File: src/srt_pkg.sv
// Shared constants for the serial response transmitter.
// Assumes a 125 MHz system clock and a 32-bit AXI4-Lite register bus.
package srt_pkg;

	// Clock rate and documented times
	localparam int CLK_KHZ = 125000;
	localparam int DLY_MIN_MS = 400;
	localparam int PANEL_MAX_MS = 2000;
	localparam int PRT_HOLD_MS = 20;
	localparam int PRT_RPT_MS = 800;
	localparam int BAUD_TOP = 9600;
	localparam int DLY_CYC = DLY_MIN_MS * CLK_KHZ;
	localparam int PANEL_CYC = PANEL_MAX_MS * CLK_KHZ;
	localparam int PRT_CYC = PRT_HOLD_MS * CLK_KHZ;
	localparam int RPT_CYC = PRT_RPT_MS * CLK_KHZ;
	localparam int BIT_CYC_TOP = (CLK_KHZ * 1000) / BAUD_TOP;

	// Counter widths
	localparam int CW = 28;
	localparam int BW = 20;

	// Register byte offsets
	localparam logic [7:0] OFS_CTRL = 8'h00;
	localparam logic [7:0] OFS_ADDR = 8'h04;
	localparam logic [7:0] OFS_VALUE = 8'h08;
	localparam logic [7:0] OFS_MNEM = 8'h0C;
	localparam logic [7:0] OFS_CMD = 8'h10;
	localparam logic [7:0] OFS_STAT = 8'h14;

	// Field positions and reset values
	localparam int CTRL_FULL = 0;
	localparam int CTRL_BAUD = 1;
	localparam int CTRL_EN1 = 4;
	localparam int CTRL_END = 6;
	localparam int CMD_GO = 4;
	localparam int VAL_NEG = 24;
	localparam logic [7:0] CTRL_RST = 8'h00;
	localparam logic [6:0] ADDR_MAX = 7'h63;
	localparam logic [1:0] RESP_OKAY = 2'h0;
	localparam logic [1:0] RESP_SLVERR = 2'h2;

	// Line ending kinds
	localparam logic [1:0] END_NONE = 2'h0;
	localparam logic [1:0] END_CR = 2'h1;
	localparam logic [1:0] END_MID = 2'h2;
	localparam logic [1:0] END_BLK = 2'h3;

	// Character positions within a reply line
	localparam logic [4:0] POS_SKIP = 5'h08;
	localparam logic [4:0] POS_SIGN = 5'h08;
	localparam logic [4:0] POS_CR = 5'h0F;
	localparam logic [4:0] POS_LF = 5'h10;
	localparam logic [4:0] POS_XCR = 5'h11;
	localparam logic [4:0] POS_XLF = 5'h13;

	// ASCII codes
	localparam logic [6:0] CH_SP = 7'h20;
	localparam logic [6:0] CH_CR = 7'h0D;
	localparam logic [6:0] CH_LF = 7'h0A;
	localparam logic [6:0] CH_MINUS = 7'h2D;
	localparam logic [2:0] CH_DIGIT = 3'h3;

	typedef enum logic [3:0] {
		ST_IDLE = 4'h1,
		ST_DELAY = 4'h2,
		ST_PUT = 4'h4,
		ST_DRAIN = 4'h8
	} srt_state_t;

endpackage

File: src/srt_chr_if.sv
// Character hand-off between the line builder and the serialiser.
// Assumes both ends share aclk.
`timescale 1ns/1ps
`default_nettype none
interface srt_chr_if;
	logic [6:0] chr;
	logic valid;
	logic ready;
	logic [19:0] bit_cyc;
	modport src(output chr, output valid, output bit_cyc, input ready);
	modport snk(input chr, input valid, input bit_cyc, output ready);
endinterface
`default_nettype wire

File: src/srt_ser_tx.sv
// Serialiser: one start, seven data, odd parity, one stop bit.
// Assumes bit_cyc holds steady while a character is on the line.
`timescale 1ns/1ps
`default_nettype none
module srt_ser_tx
	import srt_pkg::*;
(
	input wire logic aclk,
	input wire logic aresetn,
	srt_chr_if.snk ch,
	output logic ser_out
);
	logic act_r;
	logic [8:0] sh_r;
	logic [3:0] bitn_r;
	logic [BW-1:0] cnt_r;
	logic bit_end_w;
	logic take_w;

	// Bit timing and acceptance
	assign ch.ready = ~act_r;
	assign take_w = ch.valid & ~act_r;
	assign bit_end_w = act_r & (cnt_r == ch.bit_cyc - 20'h00001);

	// Shift out LSB first, mark when idle
	always_ff @(posedge aclk) begin
		if (!aresetn) begin
			act_r <= 1'b0;
			sh_r <= 9'h1FF;
			bitn_r <= 4'h0;
			cnt_r <= '0;
			ser_out <= 1'b1;
		end else if (take_w) begin
			act_r <= 1'b1;
			sh_r <= {1'b1, ~^ch.chr, ch.chr};
			bitn_r <= 4'h0;
			cnt_r <= '0;
			ser_out <= 1'b0;
		end else if (bit_end_w) begin
			cnt_r <= '0;
			if (bitn_r == 4'h9) begin
				act_r <= 1'b0;
			end else begin
				ser_out <= sh_r[0];
				sh_r <= {1'b1, sh_r[8:1]};
				bitn_r <= bitn_r + 4'h1;
			end
		end else if (act_r) begin
			cnt_r <= cnt_r + 20'h00001;
		end
	end

	property p_start_bit;
		@(posedge aclk) disable iff (!aresetn)
		take_w |=> !ser_out && act_r;
	endproperty
	a_start_bit: assert property (p_start_bit)
		else $error("start bit not low");

	property p_stop_bit;
		@(posedge aclk) disable iff (!aresetn)
		(act_r && bitn_r == 4'h9) |-> ser_out;
	endproperty
	a_stop_bit: assert property (p_stop_bit)
		else $error("stop bit not high");

endmodule
`default_nettype wire

File: src/srt_top.sv
// Reply line builder with AXI4-Lite registers and print inputs.
// Assumes loop and user inputs are synchronous to aclk.
//
// The AXI4-Lite register port and the register offsets were decided locally.
`timescale 1ns/1ps
`default_nettype none
// Functional notes
// - A command write starts a reply line.
// - A low user input enabled for print starts a reply.
// - Abbreviated mode sends at once, no delay.
// - Full mode waits at least 400 ms before sending.
// - Full mode may wait up to 2 s while the panel is busy.
// - Full line opens with two address digits, blanks if zero, two spaces.
// - Then a three-letter value name and one space.
// - Value is zero padded; a minus sits just before the digits, after the space.
// - Each line ends with carriage return then line feed.
// - Single-line replies add one carriage return.
// - Last block line adds space, carriage return, line feed.
// - Command replies and middle block lines add nothing.
// - Abbreviated mode drops the first eight characters.
// - Characters start only while receive loop current flows.
// - Holding the print input past 800 ms gives a second print.
// - Print inputs act only while the receive loop is in mark.
// - Frame is start, seven data, odd parity, stop.
// - Bit rate selectable from 300 to 9600 baud.
// - Open receive loop pauses output between characters.
// - Unit address 0 to 99 appears in the address field.
module srt_top
	import srt_pkg::*;
#(
	parameter int unsigned DLY_N = DLY_CYC,
	parameter int unsigned PANEL_N = PANEL_CYC,
	parameter int unsigned PRT_N = PRT_CYC,
	parameter int unsigned RPT_N = RPT_CYC,
	parameter int unsigned BIT_N = BIT_CYC_TOP
) (
	input wire logic aclk,
	input wire logic aresetn,
	input wire logic [7:0] s_axi_awaddr,
	input wire logic s_axi_awvalid,
	output logic s_axi_awready,
	input wire logic [31:0] s_axi_wdata,
	input wire logic [3:0] s_axi_wstrb,
	input wire logic s_axi_wvalid,
	output logic s_axi_wready,
	output logic [1:0] s_axi_bresp,
	output logic s_axi_bvalid,
	input wire logic s_axi_bready,
	input wire logic [7:0] s_axi_araddr,
	input wire logic s_axi_arvalid,
	output logic s_axi_arready,
	output logic [31:0] s_axi_rdata,
	output logic [1:0] s_axi_rresp,
	output logic s_axi_rvalid,
	input wire logic s_axi_rready,
	input wire logic loop_rx_mark,
	input wire logic panel_busy,
	input wire logic user_input_one_n,
	input wire logic user_input_two_n,
	output logic loop_tx_out
);
	srt_chr_if ch();
	srt_state_t st_r;
	logic [7:0] ctrl_r;
	logic [6:0] unit_addr_r;
	logic [24:0] value_r;
	logic [23:0] mnem_r;
	logic drop_r;
	logic [7:0] awaddr_r;
	logic [31:0] wd_r;
	logic [3:0] ws_r;
	logic [4:0] idx_r;
	logic [1:0] end_r;
	logic [CW-1:0] dly_r;
	logic valid_r;
	logic [6:0] chr_r;
	logic [CW-1:0] hold_r [2];
	logic [1:0] fire_w;
	logic [1:0] in_low_w;
	logic do_wr_w;
	logic wr_ok_w;
	logic rd_ok_w;
	logic [31:0] wm_w;
	logic [31:0] rd_w;
	logic cmd_go_w;
	logic trig_w;
	logic full_w;
	logic [1:0] trig_end_w;
	logic [3:0] tens_w;
	logic [3:0] ones_w;
	logic [6:0] ad_hi_w;
	logic [6:0] ad_lo_w;
	logic [139:0] line_w;
	logic [6:0] cur_w;
	logic skip_w;
	logic [4:0] last_w;
	logic dly_done_w;
	logic [2:0] baud_w;
	logic [4:0] bsh_w;

	// Write decode and byte-lane merge
	assign do_wr_w = ~s_axi_awready & ~s_axi_wready & ~s_axi_bvalid;
	assign wm_w = {{8{ws_r[3]}}, {8{ws_r[2]}}, {8{ws_r[1]}}, {8{ws_r[0]}}};
	assign wr_ok_w = (awaddr_r == OFS_CTRL) | (awaddr_r == OFS_ADDR) |
		(awaddr_r == OFS_VALUE) | (awaddr_r == OFS_MNEM) |
		(awaddr_r == OFS_CMD) | (awaddr_r == OFS_STAT);
	assign rd_ok_w = (s_axi_araddr == OFS_CTRL) |
		(s_axi_araddr == OFS_ADDR) | (s_axi_araddr == OFS_VALUE) |
		(s_axi_araddr == OFS_MNEM) | (s_axi_araddr == OFS_CMD) |
		(s_axi_araddr == OFS_STAT);
	assign cmd_go_w = do_wr_w & (awaddr_r == OFS_CMD) & ws_r[0] &
		wd_r[CMD_GO];

	// Read data mux, status shows the block's own state
	assign rd_w = (s_axi_araddr == OFS_CTRL) ? {24'h000000, ctrl_r} :
		(s_axi_araddr == OFS_ADDR) ? {25'h0000000, unit_addr_r} :
		(s_axi_araddr == OFS_VALUE) ? {7'h00, value_r} :
		(s_axi_araddr == OFS_MNEM) ? {8'h00, mnem_r} :
		(s_axi_araddr == OFS_STAT) ?
		{29'h00000000, drop_r, (st_r == ST_PUT) & ~loop_rx_mark,
		st_r != ST_IDLE} : 32'h00000000;

	// Write address and data, taken in either order
	always_ff @(posedge aclk) begin
		if (!aresetn) begin
			s_axi_awready <= 1'b1;
			s_axi_wready <= 1'b1;
			s_axi_bvalid <= 1'b0;
			s_axi_bresp <= RESP_OKAY;
			awaddr_r <= 8'h00;
			wd_r <= 32'h00000000;
			ws_r <= 4'h0;
		end else begin
			if (s_axi_awvalid & s_axi_awready) begin
				s_axi_awready <= 1'b0;
				awaddr_r <= s_axi_awaddr;
			end
			if (s_axi_wvalid & s_axi_wready) begin
				s_axi_wready <= 1'b0;
				wd_r <= s_axi_wdata;
				ws_r <= s_axi_wstrb;
			end
			if (do_wr_w) begin
				s_axi_bvalid <= 1'b1;
				s_axi_bresp <= wr_ok_w ? RESP_OKAY : RESP_SLVERR;
			end
			if (s_axi_bvalid & s_axi_bready) begin
				s_axi_bvalid <= 1'b0;
				s_axi_awready <= 1'b1;
				s_axi_wready <= 1'b1;
			end
		end
	end

	// Read channel, one word per request
	always_ff @(posedge aclk) begin
		if (!aresetn) begin
			s_axi_arready <= 1'b1;
			s_axi_rvalid <= 1'b0;
			s_axi_rdata <= 32'h00000000;
			s_axi_rresp <= RESP_OKAY;
		end else if (s_axi_arvalid & s_axi_arready) begin
			s_axi_arready <= 1'b0;
			s_axi_rvalid <= 1'b1;
			s_axi_rdata <= rd_w;
			s_axi_rresp <= rd_ok_w ? RESP_OKAY : RESP_SLVERR;
		end else if (s_axi_rvalid & s_axi_rready) begin
			s_axi_rvalid <= 1'b0;
			s_axi_arready <= 1'b1;
		end
	end

	// Configuration registers
	always_ff @(posedge aclk) begin
		if (!aresetn) begin
			ctrl_r <= CTRL_RST;
			unit_addr_r <= 7'h00;
			value_r <= 25'h0000000;
			mnem_r <= 24'h000000;
		end else if (do_wr_w) begin
			if (awaddr_r == OFS_CTRL)
				ctrl_r <= 8'((32'(ctrl_r) & ~wm_w) | (wd_r & wm_w));
			if (awaddr_r == OFS_ADDR && ws_r[0] && wd_r[6:0] <= ADDR_MAX)
				unit_addr_r <= wd_r[6:0];
			if (awaddr_r == OFS_VALUE)
				value_r <= 25'((32'(value_r) & ~wm_w) | (wd_r & wm_w));
			if (awaddr_r == OFS_MNEM)
				mnem_r <= 24'((32'(mnem_r) & ~wm_w) | (wd_r & wm_w));
		end
	end

	// Dropped-trigger flag; a new drop wins over a clear
	always_ff @(posedge aclk) begin
		if (!aresetn)
			drop_r <= 1'b0;
		else if (trig_w && st_r != ST_IDLE)
			drop_r <= 1'b1;
		else if (do_wr_w && awaddr_r == OFS_STAT && ws_r[0] && wd_r[2])
			drop_r <= 1'b0;
	end

	// Print-request input hold timers, one per input
	assign in_low_w = {~user_input_two_n, ~user_input_one_n};
	generate
		for (genvar i = 0; i < 2; i++) begin : g_in
			assign fire_w[i] = in_low_w[i] & ctrl_r[CTRL_EN1+i] &
				loop_rx_mark &
				((hold_r[i] == CW'(PRT_N - 1)) |
				(hold_r[i] == CW'(RPT_N - 1)));
			always_ff @(posedge aclk) begin
				if (!aresetn)
					hold_r[i] <= '0;
				else if (!in_low_w[i])
					hold_r[i] <= '0;
				else if (hold_r[i] == CW'(RPT_N - 1))
					hold_r[i] <= CW'(PRT_N);
				else
					hold_r[i] <= hold_r[i] + CW'(1);
			end
		end
	endgenerate

	// Trigger sources and line ending chosen for them
	assign trig_w = cmd_go_w | (|fire_w);
	assign trig_end_w = cmd_go_w ? wd_r[1:0] : ctrl_r[CTRL_END+:2];
	assign full_w = ctrl_r[CTRL_FULL];
	assign dly_done_w = (dly_r >= CW'(DLY_N - 1) && !panel_busy) ||
		dly_r >= CW'(PANEL_N - 1);

	// Reply line characters, position 0 in the low bits
	assign tens_w = 4'(unit_addr_r / 7'h0A);
	assign ones_w = 4'(unit_addr_r % 7'h0A);
	assign ad_hi_w = (unit_addr_r == 7'h00) ? CH_SP : {CH_DIGIT, tens_w};
	assign ad_lo_w = (unit_addr_r == 7'h00) ? CH_SP : {CH_DIGIT, ones_w};
	assign line_w = {
		CH_LF, CH_CR, (end_r == END_BLK) ? CH_SP : CH_CR,
		CH_LF, CH_CR,
		{CH_DIGIT, value_r[3:0]}, {CH_DIGIT, value_r[7:4]},
		{CH_DIGIT, value_r[11:8]}, {CH_DIGIT, value_r[15:12]},
		{CH_DIGIT, value_r[19:16]}, {CH_DIGIT, value_r[23:20]},
		CH_MINUS,
		CH_SP, mnem_r[22:16], mnem_r[14:8], mnem_r[6:0],
		CH_SP, CH_SP, ad_lo_w, ad_hi_w};
	assign cur_w = line_w[7*idx_r+:7];
	assign skip_w = (~full_w & (idx_r < POS_SKIP)) |
		((idx_r == POS_SIGN) & ~value_r[VAL_NEG]);
	assign last_w = (end_r == END_CR) ? POS_XCR :
		(end_r == END_BLK) ? POS_XLF : POS_LF;

	// Reply sequencer
	always_ff @(posedge aclk) begin
		if (!aresetn) begin
			st_r <= ST_IDLE;
			idx_r <= 5'h00;
			end_r <= END_NONE;
			dly_r <= '0;
			valid_r <= 1'b0;
			chr_r <= CH_SP;
		end else begin
			valid_r <= 1'b0;
			unique case (st_r)
				ST_IDLE: begin
					idx_r <= 5'h00;
					dly_r <= '0;
					if (trig_w) begin
						end_r <= trig_end_w;
						st_r <= full_w ? ST_DELAY : ST_PUT;
					end
				end
				ST_DELAY: begin
					dly_r <= dly_r + CW'(1);
					if (dly_done_w)
						st_r <= ST_PUT;
				end
				ST_PUT: begin
					if (skip_w) begin
						idx_r <= idx_r + 5'h01;
					end else if (loop_rx_mark && ch.ready) begin
						valid_r <= 1'b1;
						chr_r <= cur_w;
						st_r <= ST_DRAIN;
					end
				end
				ST_DRAIN: begin
					if (!valid_r && ch.ready) begin
						if (idx_r == last_w) begin
							st_r <= ST_IDLE;
						end else begin
							idx_r <= idx_r + 5'h01;
							st_r <= ST_PUT;
						end
					end
				end
			endcase
		end
	end

	// Serialiser hookup and bit rate selection
	assign baud_w = (ctrl_r[CTRL_BAUD+:3] > 3'h5) ? 3'h5 :
		ctrl_r[CTRL_BAUD+:3];
	assign bsh_w = 5'(3'h5 - baud_w);
	assign ch.bit_cyc = BW'(BIT_N) << bsh_w;
	assign ch.chr = chr_r;
	assign ch.valid = valid_r;

	srt_ser_tx u_ser (
		.aclk(aclk),
		.aresetn(aresetn),
		.ch(ch.snk),
		.ser_out(loop_tx_out)
	);

	property p_abbr_now;
		@(posedge aclk) disable iff (!aresetn)
		(st_r == ST_IDLE && trig_w && !full_w) |=> st_r == ST_PUT;
	endproperty
	a_abbr_now: assert property (p_abbr_now)
		else $error("abbreviated reply delayed");

	property p_full_wait;
		@(posedge aclk) disable iff (!aresetn)
		(st_r == ST_PUT && $past(st_r) == ST_DELAY) |->
			$past(dly_r) >= CW'(DLY_N - 1) &&
			$past(dly_r) <= CW'(PANEL_N - 1);
	endproperty
	a_full_wait: assert property (p_full_wait)
		else $error("full-mode delay out of range");

	property p_loop_gate;
		@(posedge aclk) disable iff (!aresetn)
		valid_r |-> $past(loop_rx_mark) && $past(st_r) == ST_PUT;
	endproperty
	a_loop_gate: assert property (p_loop_gate)
		else $error("character sent with loop open");

	property p_abbr_skip;
		@(posedge aclk) disable iff (!aresetn)
		(valid_r && !full_w) |-> idx_r >= POS_SKIP;
	endproperty
	a_abbr_skip: assert property (p_abbr_skip)
		else $error("header sent in abbreviated mode");

	property p_eol;
		@(posedge aclk) disable iff (!aresetn)
		(valid_r && (idx_r == POS_CR || idx_r == POS_LF)) |->
			chr_r == ((idx_r == POS_CR) ? CH_CR : CH_LF) &&
			last_w >= POS_LF;
	endproperty
	a_eol: assert property (p_eol)
		else $error("line feed does not follow return");

	property p_drop;
		@(posedge aclk) disable iff (!aresetn)
		(st_r != ST_IDLE && trig_w) |=> drop_r && $stable(end_r);
	endproperty
	a_drop: assert property (p_drop)
		else $error("trigger during reply not dropped");

	property p_line_end;
		@(posedge aclk) disable iff (!aresetn)
		(st_r == ST_IDLE && $past(st_r) == ST_DRAIN) |->
			$past(idx_r) == $past(last_w);
	endproperty
	a_line_end: assert property (p_line_end)
		else $error("line ended at wrong character");

	property p_open_loop;
		@(posedge aclk) disable iff (!aresetn)
		(st_r == ST_IDLE && !loop_rx_mark && !cmd_go_w) |=>
			st_r == ST_IDLE;
	endproperty
	a_open_loop: assert property (p_open_loop)
		else $error("print request taken with loop open");

endmodule
`default_nettype wire

File: config.mk
export PLATFORM = sky130hd
export DESIGN_NAME = srt_top
export DESIGN_NICKNAME = d
export VERILOG_FILES = /design/src/srt_pkg.sv /design/src/srt_chr_if.sv /design/src/srt_ser_tx.sv /design/src/srt_top.sv
export SDC_FILE = /design/constraint.sdc
export NUM_CORES = 1
export LEC_CHECK = 0
export ABC_CLOCK_PERIOD_IN_PS = 9050
export BUFFER_PORTS_ARGS = -buffer_cell sky130_fd_sc_hd__buf_4
export CORE_AREA = 2 2 164 166
export CTS_BUF_LIST = sky130_fd_sc_hd__clkbuf_8
export CTS_CLUSTER_SIZE = 24
export DETAILED_ROUTE_END_ITERATION = 12
export DIE_AREA = 0 0 166 168
export GPL_TIMING_DRIVEN = 0
export PLACE_DENSITY = 0.74
export SLEW_MARGIN = 20
export SYNTH_ARGS = -nofsm -noshare
export SYNTH_HDL_FRONTEND = slang
export SYNTH_SLANG_ARGS = --single-unit
File: constraint.sdc
create_clock -name aclk -period 9.05 [get_ports aclk]
set_input_delay 1.3575 -clock aclk [delete_from_list [all_inputs] [get_ports aclk]]
set_output_delay 1.3575 -clock aclk [all_outputs]
set_load 0.03 [all_outputs]
# == Word-level counts from Yosys, hierarchy flattened ==
# Memory sizes are Yosys's and may differ from the RTL's.
# Index checks and enable logic that the tools add are counted.
# op_classes
n_addsub,8
multipliers,1
div_mod_pow,2
n_lt_le_gt_ge,5
eq_ne,33
n_shift,2
n_mux,72
bitwise_logic,62
reduce_logical,38
# op_table
op,n
2-to-1 mux 28 bit,6
indexed part select 140 x 9 -> 7 bit,1
"adder 28 x 1 -> 28 bit, second input constant",3
2-to-1 mux 25 bit,3
"== test 28 x 22 -> 1 bit, second input constant",2
"== test 28 x 27 -> 1 bit, second input constant",2
case mux 28 bit (2 select lines),1
bitwise AND 25 bit,2
2-to-1 mux 1 bit,36
"== test 8 x 4 -> 1 bit, second input constant",4
"== test 8 x 5 -> 1 bit, second input constant",4
"greater-or-equal comparator 28 x 26 -> 1 bit, second input constant",1
"greater-or-equal comparator 28 bit, second input constant",1
2-to-1 mux 5 bit,5
inverter 25 bit,1
OR 25 bit,1
bitwise AND 24 bit,1
2-to-1 mux 24 bit,1
2-to-1 mux 8 bit,3
OR 24 bit,1
bitwise AND 1 bit,21
"adder 20 x 1 -> 20 bit, second input constant",1
== test 20 bit,1
2-to-1 mux 4 bit,5
46 further kinds,116
# word_totals
ff_bits,224
latch_bits,0
mem_bits_rw,56
romBits,0
input_bits,63
output_inout_bits,42
wordCells,251
mem_count,1
# memory_table
memory,words,word_bits,read_ports,rd_clocked_by_memory_dff,write_ports,line_no,source
hold_r,2,28,2,0,2,srt_top.sv:77,logic [CW-1:0] hold_r [2];

# == Logic depth before layout (Yosys ltp) ==
# Gate-level depths: netlist (run 1).
# logic_depth
depth_word,9
ltp_mapped,15
depth_no_buf,12

# == Cells and area by module ==
# From an unflattened synthesis (run 1), not the netlist that was laid out.
# unflattened
cells_unflattened,1772
area_unflattened_um2,14692.8
# by_module_without_submodules
mod,instances,cells_each,area_per_inst_um2,seq_area_each_um2
srt_top,1,1480,12283.0,5305.1
srt_ser_tx,1,292,2409.8,680.7

# == Worst setup path before layout (run 1) ==
# Ideal clock, no wire load.
# synth_timing
path_kind,reg-to-reg
from,reg (tool-made name)
to,reg u_ser.sh_r[0]
setup_ns,0.137
arrival_time_ns,2.871
required_ns,8.913
slack_ns,6.042
stages_incl_launch_ff,14
n_path_buf,5
synth_period_minus_slack_ns,3.008
cell_sequence,dfxtp_1 clkbuf_1 nand2b_1 ha_1 buf_2 buf_2 o31ai_1 a21oi_1 nor4_1 and4b_1 clkbuf_2 buf_4 mux2i_1 a21oi_1
# synth_lines
element,line_no,source
"end signal, assigned",srt_ser_tx.sv:35,"sh_r <= {1'b1, ~^ch.chr, ch.chr};"
"end signal, assigned",srt_ser_tx.sv:45,"sh_r <= {1'b1, sh_r[8:1]};"
"end, declared",srt_ser_tx.sv:14,logic [8:0] sh_r;

==> key figures, run 1 <==
Logic synthesis
  • Yosys top cell by area: dfxtp_1
  • Syn Inst Count: 1702
  • Sequential area share after synthesis: 0.4248
  • Synth cell types: between 70 and 80
  • Post-synthesis mux area share: 0.05843
  • Post-Synth XOR/XNOR Area: 0.05657
  • Async set-reset flop share out of synthesis: 0
  • Post-Syn Area per Cell: a little over 8 µm²
  • Main combinational cell family by area after synthesis: simple AND/OR/NAND/NOR gates
  • Post-synthesis register bit count: 271
  • Main area contributors after synthesis: dfxtp_1 (31%), edfxtp_1 (12%), a21oi_1 (6.7%)
  • Adder-cell share of the synthesized area: 0.01758
  • Yosys Warn Count: 0
  • Number of flops mapped to enable cells by yosys: 56
  • Top_reg_cell synth: dfxtp_1
  • Compound-Gate Fraction of Synth Area: 0.1496
  • Fraction of the mapped netlist area in simple logic gates: 0.2514
  • Synthesized area: approximately 14000 µm²
  • Top cell type's share of synthesized area: 0.3055

Die
  • I/O Pins: between 100 and 150
  • CORE AREA: approximately 26000 µm²
  • Initial Utilization: 0.5347
  • Die Wd: 166 µm
  • Row count: 60
  • Die H: approximately 170 µm
  • Die area: roughly 28000 µm²

STA
  • Max Freq: 0.2636 GHz
  • Final hold vios: 0
  • Period utilization: 0.4192
  • RSZ-0062 raised after global routing: false
  • Final Max Slew Viols: 0
  • Endpoints failing setup: 0
  • Post-Route Skew: 0.03017 ns
  • Post-route minimum period: 3.793 ns
  • Final hold slack: 0.4491 ns
  • Setup TNS: 0 ns
  • Worst Max-Slew Pin Slew: a little over 0.8 ns
  • Final WS setup: ~5.3 ns
  • Rel. slew slack: 0.4551

Finish
  • Most frequent cells in the layout: nand2_1 (234), dfxtp_1 (215), nor2_1 (189)
  • Non-Filler Instances: approximately 2.3k
  • Final net count: slightly below 2k
  • Most common cell after layout, fill and taps aside: nand2_1
  • Synth-to-layout area growth: 16.26%
  • Filler cells: between 2k and 2.5k
  • Share of cells above drive strength 1: 0.1095
  • Post-route cell area: between 15000 and 20000 µm²

Clocking
  • Root Driver: clkbuf_8
  • CTS tree: yes
  • Setup bufs post-CTS: 0
  • Worst-skew pair later-pin latency: around 0.57 ns
  • Post-CTS resize count: 0
  • Sink Count: 271
  • Clock Pin Slew Worst Setup and Hold Paths: 0.06 ns
  • CTS Buf Count: 48
  • CTS hold repair buffers: 0
  • Bufs on Longest Clock Path: 3
  • H-tree Lvls: 2

Global route
  • Global-route usage over all layers: 0.2629
  • First-pass GRT wire length: approximately 61 mm
  • Initial antenna violation count: 0
  • GR Overflow Total: 0
  • Largest net degree at the start of global routing: 13
  • Vias in the first global route: approximately 12k

Route
  • Vias: 12.91k
  • Drt first pass iters: 6
  • Final wirelength: 37.28 mm
  • Detailed Route Iter0 Violations: between 1k and 1.5k
  • Avg WL per Cell: 16.36 µm
  • Antenna Violating Nets Remaining: 0
  • Vias per inst: approximately 5.7
  • Drc violations: 0

Placement
  • Pre-CTS setup slack: approximately 5.3 ns
  • Dpl cell area: 15400 µm²
  • GP Congestion: around 0.96
  • Post-DP HPWL: ~28 mm
  • IO buf count: 86
  • Placed insts: around 2.2k

Hold path
  • Worst min path class: reg -> reg

Power and ir drop
  • Power Dens Cells: approximately 160 nW/µm²
  • Switching Share: 0.2548
  • Combinational power share: 0.081
  • Psw: between 0.0006 and 0.0007 W
  • Power share of the sequential group: 0.492
  • Clock network power share: 0.428
  • Pint: 0.001971 W
  • Max IR drop VDD: 0.1124 mV
  • Leak: 6.097 nW

Run status
  • Status: finished, final reports clean

Setup path
  • Worst Path Required: 9.47 ns
  • Worst setup SP type: flop
  • Worst path arrival time: 4.21 ns
  • CP Capture Type: flop
  • Worst reg-to-reg setup slack: 5.26 ns
  • CP max FO: 10
  • Kind of critical path: reg -> reg

Job
  • Max Cap Viol: 0
[logic make-up (layout without fill, tap and decap cells)]
kind of cell / after synthesis / after routing
compound gates: 354 / 354
mux: 79 / 79
flops: 271 / 271
buf+inv: 141 / 312
xor+xnor: 91 / 91
fa+ha+maj: 20 / 20
simple gates: 744 / 744
other cells: 2 / 67
[metal layers]
layer,track usage,wire [µm],vias to the layer above,share of wire
li1,-,-,6380,-
met1,0.3233,15810,5977,0.42
met2,0.4597,18020,425,0.48
met3,0.03996,1871,125,0.050
met4,0.1138,1569,0,0.042
met5,0,0,-,0
[worst max-delay path, stage by stage (launching register included)]
cell,delay [ns]
dfxtp_1,0.32
clkbuf_1,0.24
nand2b_1,0.28
inv_1,0.21
ha_1,0.18
clkbuf_1,0.35
clkbuf_1,0.39
xnor2_1,0.20
nand4_1,0.11
nor4_1,0.42
and4b_1,0.27
clkbuf_2,0.15
buf_4,0.21
mux2i_1,0.22
a21oi_1,0.08
[synth_stat cells, drive strengths merged, types with 6 or more instances]
library cell  count
nand2           234
dfxtp           215
nor2            189
a21oi           188
nand3            93
clkbuf           85
mux2i            62
o21ai            57
edfxtp           56
xnor2            53
xor2             38
nor3             37
nand4            31
inv              30
buf              26
and3             23
nor4             20
ha               19
nand2b           18
mux2             16
or3              16
and2             14
a31oi            13
nor2b            13
or2              11
a221oi            9
o211ai            8
a311oi            7
o22ai             7
a211oi            6
a22o              6
nor3b             6
o21a              6
or4               6
[path summary, 6_finish.rpt]
| check | startpoint | to | depth (start not counted) |
|---|---|---|---|
| max reg2reg | flop | u_ser.sh_r[4] | 14 |
| min reg2reg | awaddr_r[7] | awaddr_r[7] | 2 |
| min | awaddr_r[7] | awaddr_r[7] | 2 |
| max | flop | u_ser.sh_r[4] | 14 |
[power by group through the flow]
stage / clock, W / sequential [W] / combinational (W)
after floorplan: 0 / 0.00132 / 0.000132
after global placement: 0 / 0.00132 / 0.000207
after detailed placement: 0 / 0.00133 / 0.000210
after CTS: 0.00115 / 0.00130 / 0.000211
after global routing: 0.00121 / 0.00130 / 0.000234
final: 0.00113 / 0.00130 / 0.000213
[final cells by class]
cell class	instances	area (µm²)	share of cell area
Antenna cell	2	5.005	0.0003055
Buffer	111	465.4	0.02841
Clock buffer	54	743.2	0.04537
Clock inverter	31	215.2	0.01314
Inverter	30	112.6	0.006874
Multi-Input combinational cell	1353	7781	0.4750
Sequential cell	271	5986	0.3654
Tap cell	341	426.7	0.02605
Timing Repair Buffer	86	645.6	0.03941
[per-stage QoR]
step	total power, W	util
floorplan	0.001453	-
CTS	0.002662	0.6210
detailed placement	0.001536	0.5846
global route	0.002745	0.6215
global placement	0.001530	0.5844
finish	0.002645	0.6217
Power figures use the tool's default switching activity.
==> run 2: changes to the inputs <==
ABC_CLOCK_PERIOD_IN_PS = 3600   (was 9050)
clock period = 3.6 ns   (was 9.05 ns; I/O delays follow)
==> key figures, run 2 (synthesis gave the netlist of run 1 again) <==
Clocking
  • Root Driver: clkbuf_8
  • H-tree Lvls: 2 (unchanged)
  • CTS tree: yes
  • Clock Pin Slew Worst Setup and Hold Paths: 0.06 ns (about the same)
  • Bufs on Longest Clock Path: 3 (unchanged)
  • CTS Buf Count: 48 (unchanged)
  • Sink Count: 271 (unchanged)
  • Worst-skew pair later-pin latency: 0.57 ns (about the same)

Die
  • Row count: 60 (unchanged)
  • CORE AREA: 26350 µm² (unchanged)
  • Die H: 168 µm (unchanged)
  • Die Wd: 166 µm (unchanged)
  • I/O Pins: 105 (unchanged)
  • Die area: 27890 µm² (unchanged)
  • Initial Utilization: 0.5347 (unchanged)

Setup path
  • Worst Path Required: 4.02 ns (-5.45 ns)
  • Worst setup SP type: flop
  • CP Capture Type: flop
  • Worst path arrival time: 3.79 ns (-0.42 ns)
  • Worst reg-to-reg setup slack: 0.23 ns (-5.03 ns)
  • R2R Path End: u_ser.sh_r[4]
  • Kind of critical path: reg -> reg
  • CP max FO: 10 (unchanged)
  • FF-to-FF path depth: 14 (unchanged)

Finish
  • Share of cells above drive strength 1: 0.1152 (+0.005741)
  • Post-route cell area: 16430 µm² (+0.31%)
  • Final net count: 1982 (-0.050%)
  • Filler cells: 2364 (-0.38%)
  • Synth-to-layout area growth: 16.62%
  • Most common cell after layout, fill and taps aside: nand2_1
  • Most frequent cells in the layout: nand2_1 (234), dfxtp_1 (215), nor2_1 (189)

Global route
  • First-pass GRT wire length: 61.13 mm (about the same)
  • Vias in the first global route: 12.26k (+0.057%)
  • Largest net degree at the start of global routing: 13 (unchanged)
  • GR Overflow Total: 0 (unchanged)
  • Global-route usage over all layers: 0.2630 (about the same)
  • Initial antenna violation count: 0 (unchanged)

Hold path
  • Hold path depth: 2 (unchanged)
  • Hold path endpoint: s_axi_wready
  • Worst min path class: in -> reg
  • Hold Path Origin: s_axi_wvalid

Route
  • Drc violations: 0 (unchanged)
  • Drt first pass iters: 8 (+2)
  • Detailed Route Iter0 Violations: 1093 (+6.4%)
  • Antenna Violating Nets Remaining: 0 (unchanged)
  • Vias: 12.93k (+0.17%)
  • Vias per inst: 5.676 (+0.21%)
  • Avg WL per Cell: 16.43 µm (+0.45%)
  • Final wirelength: 37.43 mm (+0.41%)

STA
  • Max Freq: 0.2966 GHz (+13%)
  • Setup TNS: 0 ns (unchanged)
  • Final hold slack: 0.1692 ns (-0.2799 ns)
  • Worst Max-Slew Pin Slew: 0.8228 ns (+0.005392 ns)
  • Post-route minimum period: 3.371 ns (-0.4222 ns)
  • Period utilization: 0.9364 (+0.5173)
  • Final hold vios: 0 (unchanged)
  • Final Max Slew Viols: 0 (unchanged)
  • Post-Route Skew: 0.02907 ns (-0.001092 ns)
  • RSZ-0062 raised after global routing: false
  • Endpoints failing setup: 0 (unchanged)
  • Rel. slew slack: 0.4515 (-0.003594)

Power and ir drop
  • Power Dens Cells: 404.7 nW/µm² (+150%)
  • Leak: 6.131 nW (+0.57%)
  • Max IR drop VDD: 0.2809 mV (+150%)

Job
  • Max Cap Viol: 0 (unchanged)

Placement
  • Post-DP HPWL: 27.69 mm (unchanged)
  • IO buf count: 86 (unchanged)
  • Dpl cell area: 15400 µm² (unchanged)
  • GP Congestion: 0.9555 (unchanged)

Run status
  • Status: finished, final reports clean
run 2: changes by cell type in the layout (fill, tap and decap cells not counted), moves of 2 or more:
cell	delta
nor4_2	+2
clkbuf_2	+4
nor4_1	-3
clkbuf_1	-5
run 2: where the power goes:
| part | total [W] | internal [W] | switching [W] |
|---|---|---|---|
| clock network | 0.00284 | 0.00159 | 0.00126 |
| logic | 0.000537 | 0.000187 | 0.000349 |
| registers | 0.00327 | 0.00318 | 0.0000897 |
| total | 0.00665 | 0.00495 | 0.00169 |
run 2: area by class of cell:
| type | count | area, µm² | share of cell area |
|---|---|---|---|
| antenna | 2 | 5.005 | 0.0003046 |
| buffer | 110 | 469.2 | 0.02856 |
| clock buffer | 54 | 743.2 | 0.04523 |
| clock inverter | 31 | 215.2 | 0.01310 |
| inverter | 30 | 112.6 | 0.006853 |
| multi-input combinational | 1353 | 7828 | 0.4764 |
| sequential | 271 | 5986 | 0.3643 |
| tap | 341 | 426.7 | 0.02597 |
| timing repair buffer | 86 | 645.6 | 0.03929 |
run 2: stage by stage:
step                      power [W]  std cells  worst slack [ns]    util
after floorplan            0.003652       1765            0.5920       -
after global placement     0.003847       2192          -0.04662  0.5844
after detailed placement   0.003860       2192           -0.1136  0.5846
after CTS                  0.006691       2277           0.04856  0.6211
after global routing       0.006902       2276          0.004705  0.6234
final                      0.006650       2278            0.2289  0.6236
run 2: routing by layer:
metal  track usage  vias to the layer above  wire [µm]
li1              -                     6376          -
met1        0.3233                     6060      16070
met2        0.4600                      389      18200
met3       0.03996                      104       1745
met4        0.1138                        0       1413
met5             0                        -          0
run 2: worst max path at each step:
| stage | depth (start not counted) | slack (ns) | endpoint |
|---|---|---|---|
| 6_report | 14 | 0.23 | u_ser.sh_r[4] |
| 3_3_place_gp | 14 | -0.05 | u_ser.sh_r[1] |
| 3_5_place_dp | 14 | -0.11 | u_ser.sh_r[1] |
| 5_1_grt | 14 | 0.005 | u_ser.sh_r[4] |
| 4_1_cts | 14 | 0.05 | u_ser.sh_r[1] |
| 2_1_floorplan | 13 | 0.59 | u_ser.sh_r[0] |
run 2: timing repair:
item                                   CTS  global route
setup buffers                            0             0
endpoints found under the hold margin    0             0
gates resized for setup                  3            11
hold buffers                             0             0
setup endpoints to repair               28            35
run 2: critical path, cell delays in order (launching register included):
cell and delay, ns:
dfxtp_1 0.32, clkbuf_2 0.21, nand2b_2 0.26, ha_1 0.36, buf_2 0.23, clkbuf_4 0.25, nand2_1 0.06, a21oi_1 0.15
xnor2_1 0.13, nor4_4 0.35, and4b_1 0.23, clkbuf_2 0.15, buf_4 0.21, mux2i_1 0.22, a21oi_1 0.08
==> run 3: changes to the inputs <==
CORE_AREA = 2 2 167 169   (was 2 2 164 166)
DIE_AREA = 0 0 169 171   (was 0 0 166 168)
RECOVER_POWER = 50   (was default)
SYNTH_HIERARCHICAL = 1   (was default)
==> key figures, run 3 <==
Run status
  • Status: finished, violations left
  • Failing checks: setup timing

Logic synthesis
  • Async set-reset flop share out of synthesis: 0 (unchanged)
  • Yosys top cell by area: dfxtp_1
  • Yosys Warn Count: 6 (+6)
  • Post-Syn Area per Cell: 8.292 µm² (+0.16%)
  • Main area contributors after synthesis: dfxtp_1 (29%), edfxtp_1 (11%), nand2_1 (7.2%)
  • Syn Inst Count: 1772 (+4.1%)
  • Post-synthesis register bit count: 271 (unchanged)
  • Top cell type's share of synthesized area: 0.2929 (-0.01254)
  • Top_reg_cell synth: dfxtp_1
  • Number of flops mapped to enable cells by yosys: 56 (unchanged)
  • Synth cell types: 92 (+24%)
  • Synthesized area: 14690 µm² (+4.3%)
  • Top cell types by occurrence after synthesis: nand2_1 (283), dfxtp_1 (215), a21oi_1 (191)
  • Sequential area share after synthesis: 0.4074 (-0.01744)
  • Count leader, synth: nand2_1

Setup path
  • Worst stage delay on the critical path: 0.55 ns (+0.19 ns)
  • Critical path cell sequence: nand2_8, ha_4, clkbuf_16, buf_8, a21oi_4, nor2_4, or4_4, nor4_4, buf_4, a2111oi_2, or4b_4, o211ai_4, nor3_2, or2_4, buf_8, nor2_1
  • Kind of critical path: reg -> reg
  • Delay-heaviest family, CP: simple AND/OR/NAND/NOR gates
  • CP Capture Type: flop
  • Worst path arrival time: 4.30 ns (+0.51 ns)
  • Worst setup SP type: flop
  • CP Buf/Inv Count: 4 (-1)
  • Worst Path Required: 4.10 ns (+0.08 ns)
  • Crit-path slowest cell: or4b_4
  • Worst path most repeated cell: buf_8
  • CP max FO: 10 (unchanged)

Finish
  • Synth-to-layout area growth: 19.31%
  • Post-route cell area: 17530 µm² (+6.7%)
  • Most common cell after layout, fill and taps aside: nand2_1
  • Number of antenna diodes: 0 (-2)
  • Most frequent cells in the layout: nand2_1 (282), dfxtp_1 (213), a21oi_1 (187)
  • Final net count: 2095 (+5.7%)
  • Share of cells above drive strength 1: 0.1362 (+0.02092)

Job
  • Max Cap Viol: 0 (unchanged)

Clocking
  • H-tree Lvls: 2 (unchanged)
  • CTS tree: yes
  • Sink Count: 271 (unchanged)
  • CTS Buf Count: 49 (+2.1%)
  • Bufs on Longest Clock Path: 3 (unchanged)
  • Root Driver: clkbuf_8
  • Clock Pin Slew Worst Setup and Hold Paths: 0.07 ns (about the same)
  • CTS hold repair buffers: 0 (unchanged)
  • Worst-skew pair later-pin latency: 0.58 ns (about the same)

Die
  • Die Wd: 169 µm (+1.8%)
  • Initial Utilization: 0.5377 (+0.003022)
  • Die area: 28900 µm² (+3.6%)
  • CORE AREA: 27320 µm² (+3.7%)
  • Row count: 61 (+1.7%)
  • Die H: 171 µm (+1.8%)
  • I/O Pins: 105 (unchanged)

STA
  • Final WS setup: -0.2035 ns (-0.4324 ns)
  • Period utilization: 1.057 (+0.1201)
  • Final hold vios: 0 (unchanged)
  • Post-route minimum period: 3.803 ns (+0.4324 ns)
  • Endpoints failing setup: 33 (+33)
  • Worst Max-Slew Pin Slew: 1.080 ns (+0.2575 ns)
  • Max Freq: 0.2629 GHz (-11%)
  • Post-Route Skew: 0.03157 ns (+0.002500 ns)
  • Final Max Slew Viols: 0 (unchanged)
  • RSZ-0062 raised after global routing: true
  • Rel. slew slack: 0.2732 (-0.1783)

Hold path
  • Worst min path class: in -> reg

Global route
  • Met3 usage: 0.04187 (+0.001907)
  • First-pass GRT wire length: 65.07 mm (+6.4%)
  • GRT Max-Usage Layer: met2
  • Initial antenna violation count: 0 (unchanged)
  • Largest net degree at the start of global routing: 14 (+1)
  • Met2 usage: 0.4822 (+0.02214)
  • Global-route usage over all layers: 0.2765 (+0.01347)
  • Vias in the first global route: 13.02k (+6.2%)
  • Met1 Usage GRT: 0.3465 (+0.02315)
  • GR Overflow Total: 0 (unchanged)

Placement
  • IO buf count: 87 (+1.2%)
  • GP Congestion: 0.9277 (-2.9%)
  • Post-DP HPWL: 29.64 mm (+7.0%)
  • Dpl cell area: 16100 µm² (+4.5%)

Power and ir drop
  • Combinational power share: 0.083 (+0.002)
  • Leak: 6.152 nW (+0.33%)
  • Pint: 0.005006 W (+1.0%)
  • Max IR drop VDD: 0.2630 mV (-6.3%)
  • Switching Share: 0.2608 (+0.005942)
  • Clock network power share: 0.435 (+0.007)
  • Power share of the sequential group: 0.482 (-0.010)
  • Psw: 0.001766 W (+4.2%)
  • Power Dens Cells: 386.3 nW/µm² (-4.5%)
  • Total Power: 0.006772 W (+1.8%)

Route
  • Detailed Route Iter0 Violations: 1029 (-5.9%)
  • Vias: 13.84k (+7.0%)
  • Avg WL per Cell: 17.18 µm (+4.5%)
  • Drt first pass iters: 6 (-2)
  • Antenna Violating Nets Remaining: 0 (unchanged)
  • Drc violations: 0 (unchanged)
  • Final wirelength: 41.14 mm (+9.9%)
  • Vias per inst: 5.777 (+1.8%)
[run 3: timing repair]
item | 4_1_cts | 5_1_grt
pin swaps | 30 | 19
endpoints found under the setup margin | 35 | 35
cloned | 2 | 0
buffers inserted | 22 | 8
resized for setup | 49 | 25
[run 3: cell type report]
| type | instances | area (µm²) |
|---|---|---|
| fillers | 2355 | 9793 |
| repair buffers | 119 | 782.0 |
| multi-input cells | 1421 | 8625 |
| well taps | 346 | 432.9 |
| flip-flops and latches | 271 | 5993 |
| clock buffers | 63 | 867.1 |
| clock inverters | 24 | 141.4 |
| plain buffers | 109 | 526.8 |
| inverters | 42 | 162.7 |
[run 3: logic make-up (layout without fill, tap and decap cells)]
logic type	count (synthesis)	in the layout	synth area share
XOR/XNOR	100	100	0.05961
AO/OA/AOI/OAI	355	355	0.1480
buffers and inverters	152	357	0.04420
other	2	74	0.0005111
AND/OR/NAND/NOR	810	810	0.2766
multiplexers	63	63	0.04752
adder cells (fa/ha/maj)	19	19	0.01618
flip-flops	271	271	0.4074
[run 3: path summary, 6_finish.rpt]
| check | from | to | slack [ns] | depth (start not counted) |
|---|---|---|---|---|
| max | flop | u_ser/cnt_r[19] | -0.20 | 16 |
| min | s_axi_wvalid | s_axi_wready | 0.15 | 2 |
| max reg2reg | flop | u_ser/cnt_r[19] | -0.20 | 16 |
| min reg2reg | flop | flop | 0.46 | 2 |
[run 3: layer usage]
layer / part of all wire / routed length [µm]
met1: 0.42 / 17410
met2: 0.48 / 19740
met3: 0.059 / 2422
met4: 0.038 / 1569
met5: 0 / 0
[run 3: power groups by stage]
stage / Combinational (W) / Clock (W) / Sequential [W]
final: 0.000562 / 0.00295 / 0.00326
after global routing: 0.000612 / 0.00315 / 0.00327
after CTS: 0.000558 / 0.00300 / 0.00326
after detailed placement: 0.000549 / 0 / 0.00333
after global placement: 0.000541 / 0 / 0.00332
after floorplan: 0.000349 / 0 / 0.00331
[run 3: worst register-to-register path: stages (launching register included)]
cell and delay, ns:
dfxtp_4 0.43, nand2_8 0.09, ha_4 0.26, clkbuf_16 0.16, buf_8 0.13, a21oi_4 0.14, nor2_4 0.05, or4_4 0.50
nor4_4 0.30, buf_4 0.18, a2111oi_2 0.07, or4b_4 0.55, o211ai_4 0.25, nor3_2 0.09, or2_4 0.28, buf_8 0.16
nor2_1 0.11
[run 3: through the flow]
| stage | setup TNS (ns) | instances | hold WS, ns | util | setup WS, ns |
|---|---|---|---|---|---|
| 3_5_place_dp | -18.23 | 2277 | 0.4470 | 0.5891 | -0.7103 |
| 3_3_place_gp | -15.48 | 2277 | 0.4437 | 0.5891 | -0.5997 |
| 2_1_floorplan | 0 | 1844 | 0.4315 | - | 0.003373 |
| 4_1_cts | -2.285 | 2387 | 0.1367 | 0.6408 | -0.1174 |
| 5_1_grt | -8.997 | 2395 | 0.1762 | 0.6416 | -0.3258 |
| 6_report | -5.347 | 2395 | 0.1526 | 0.6416 | -0.2035 |
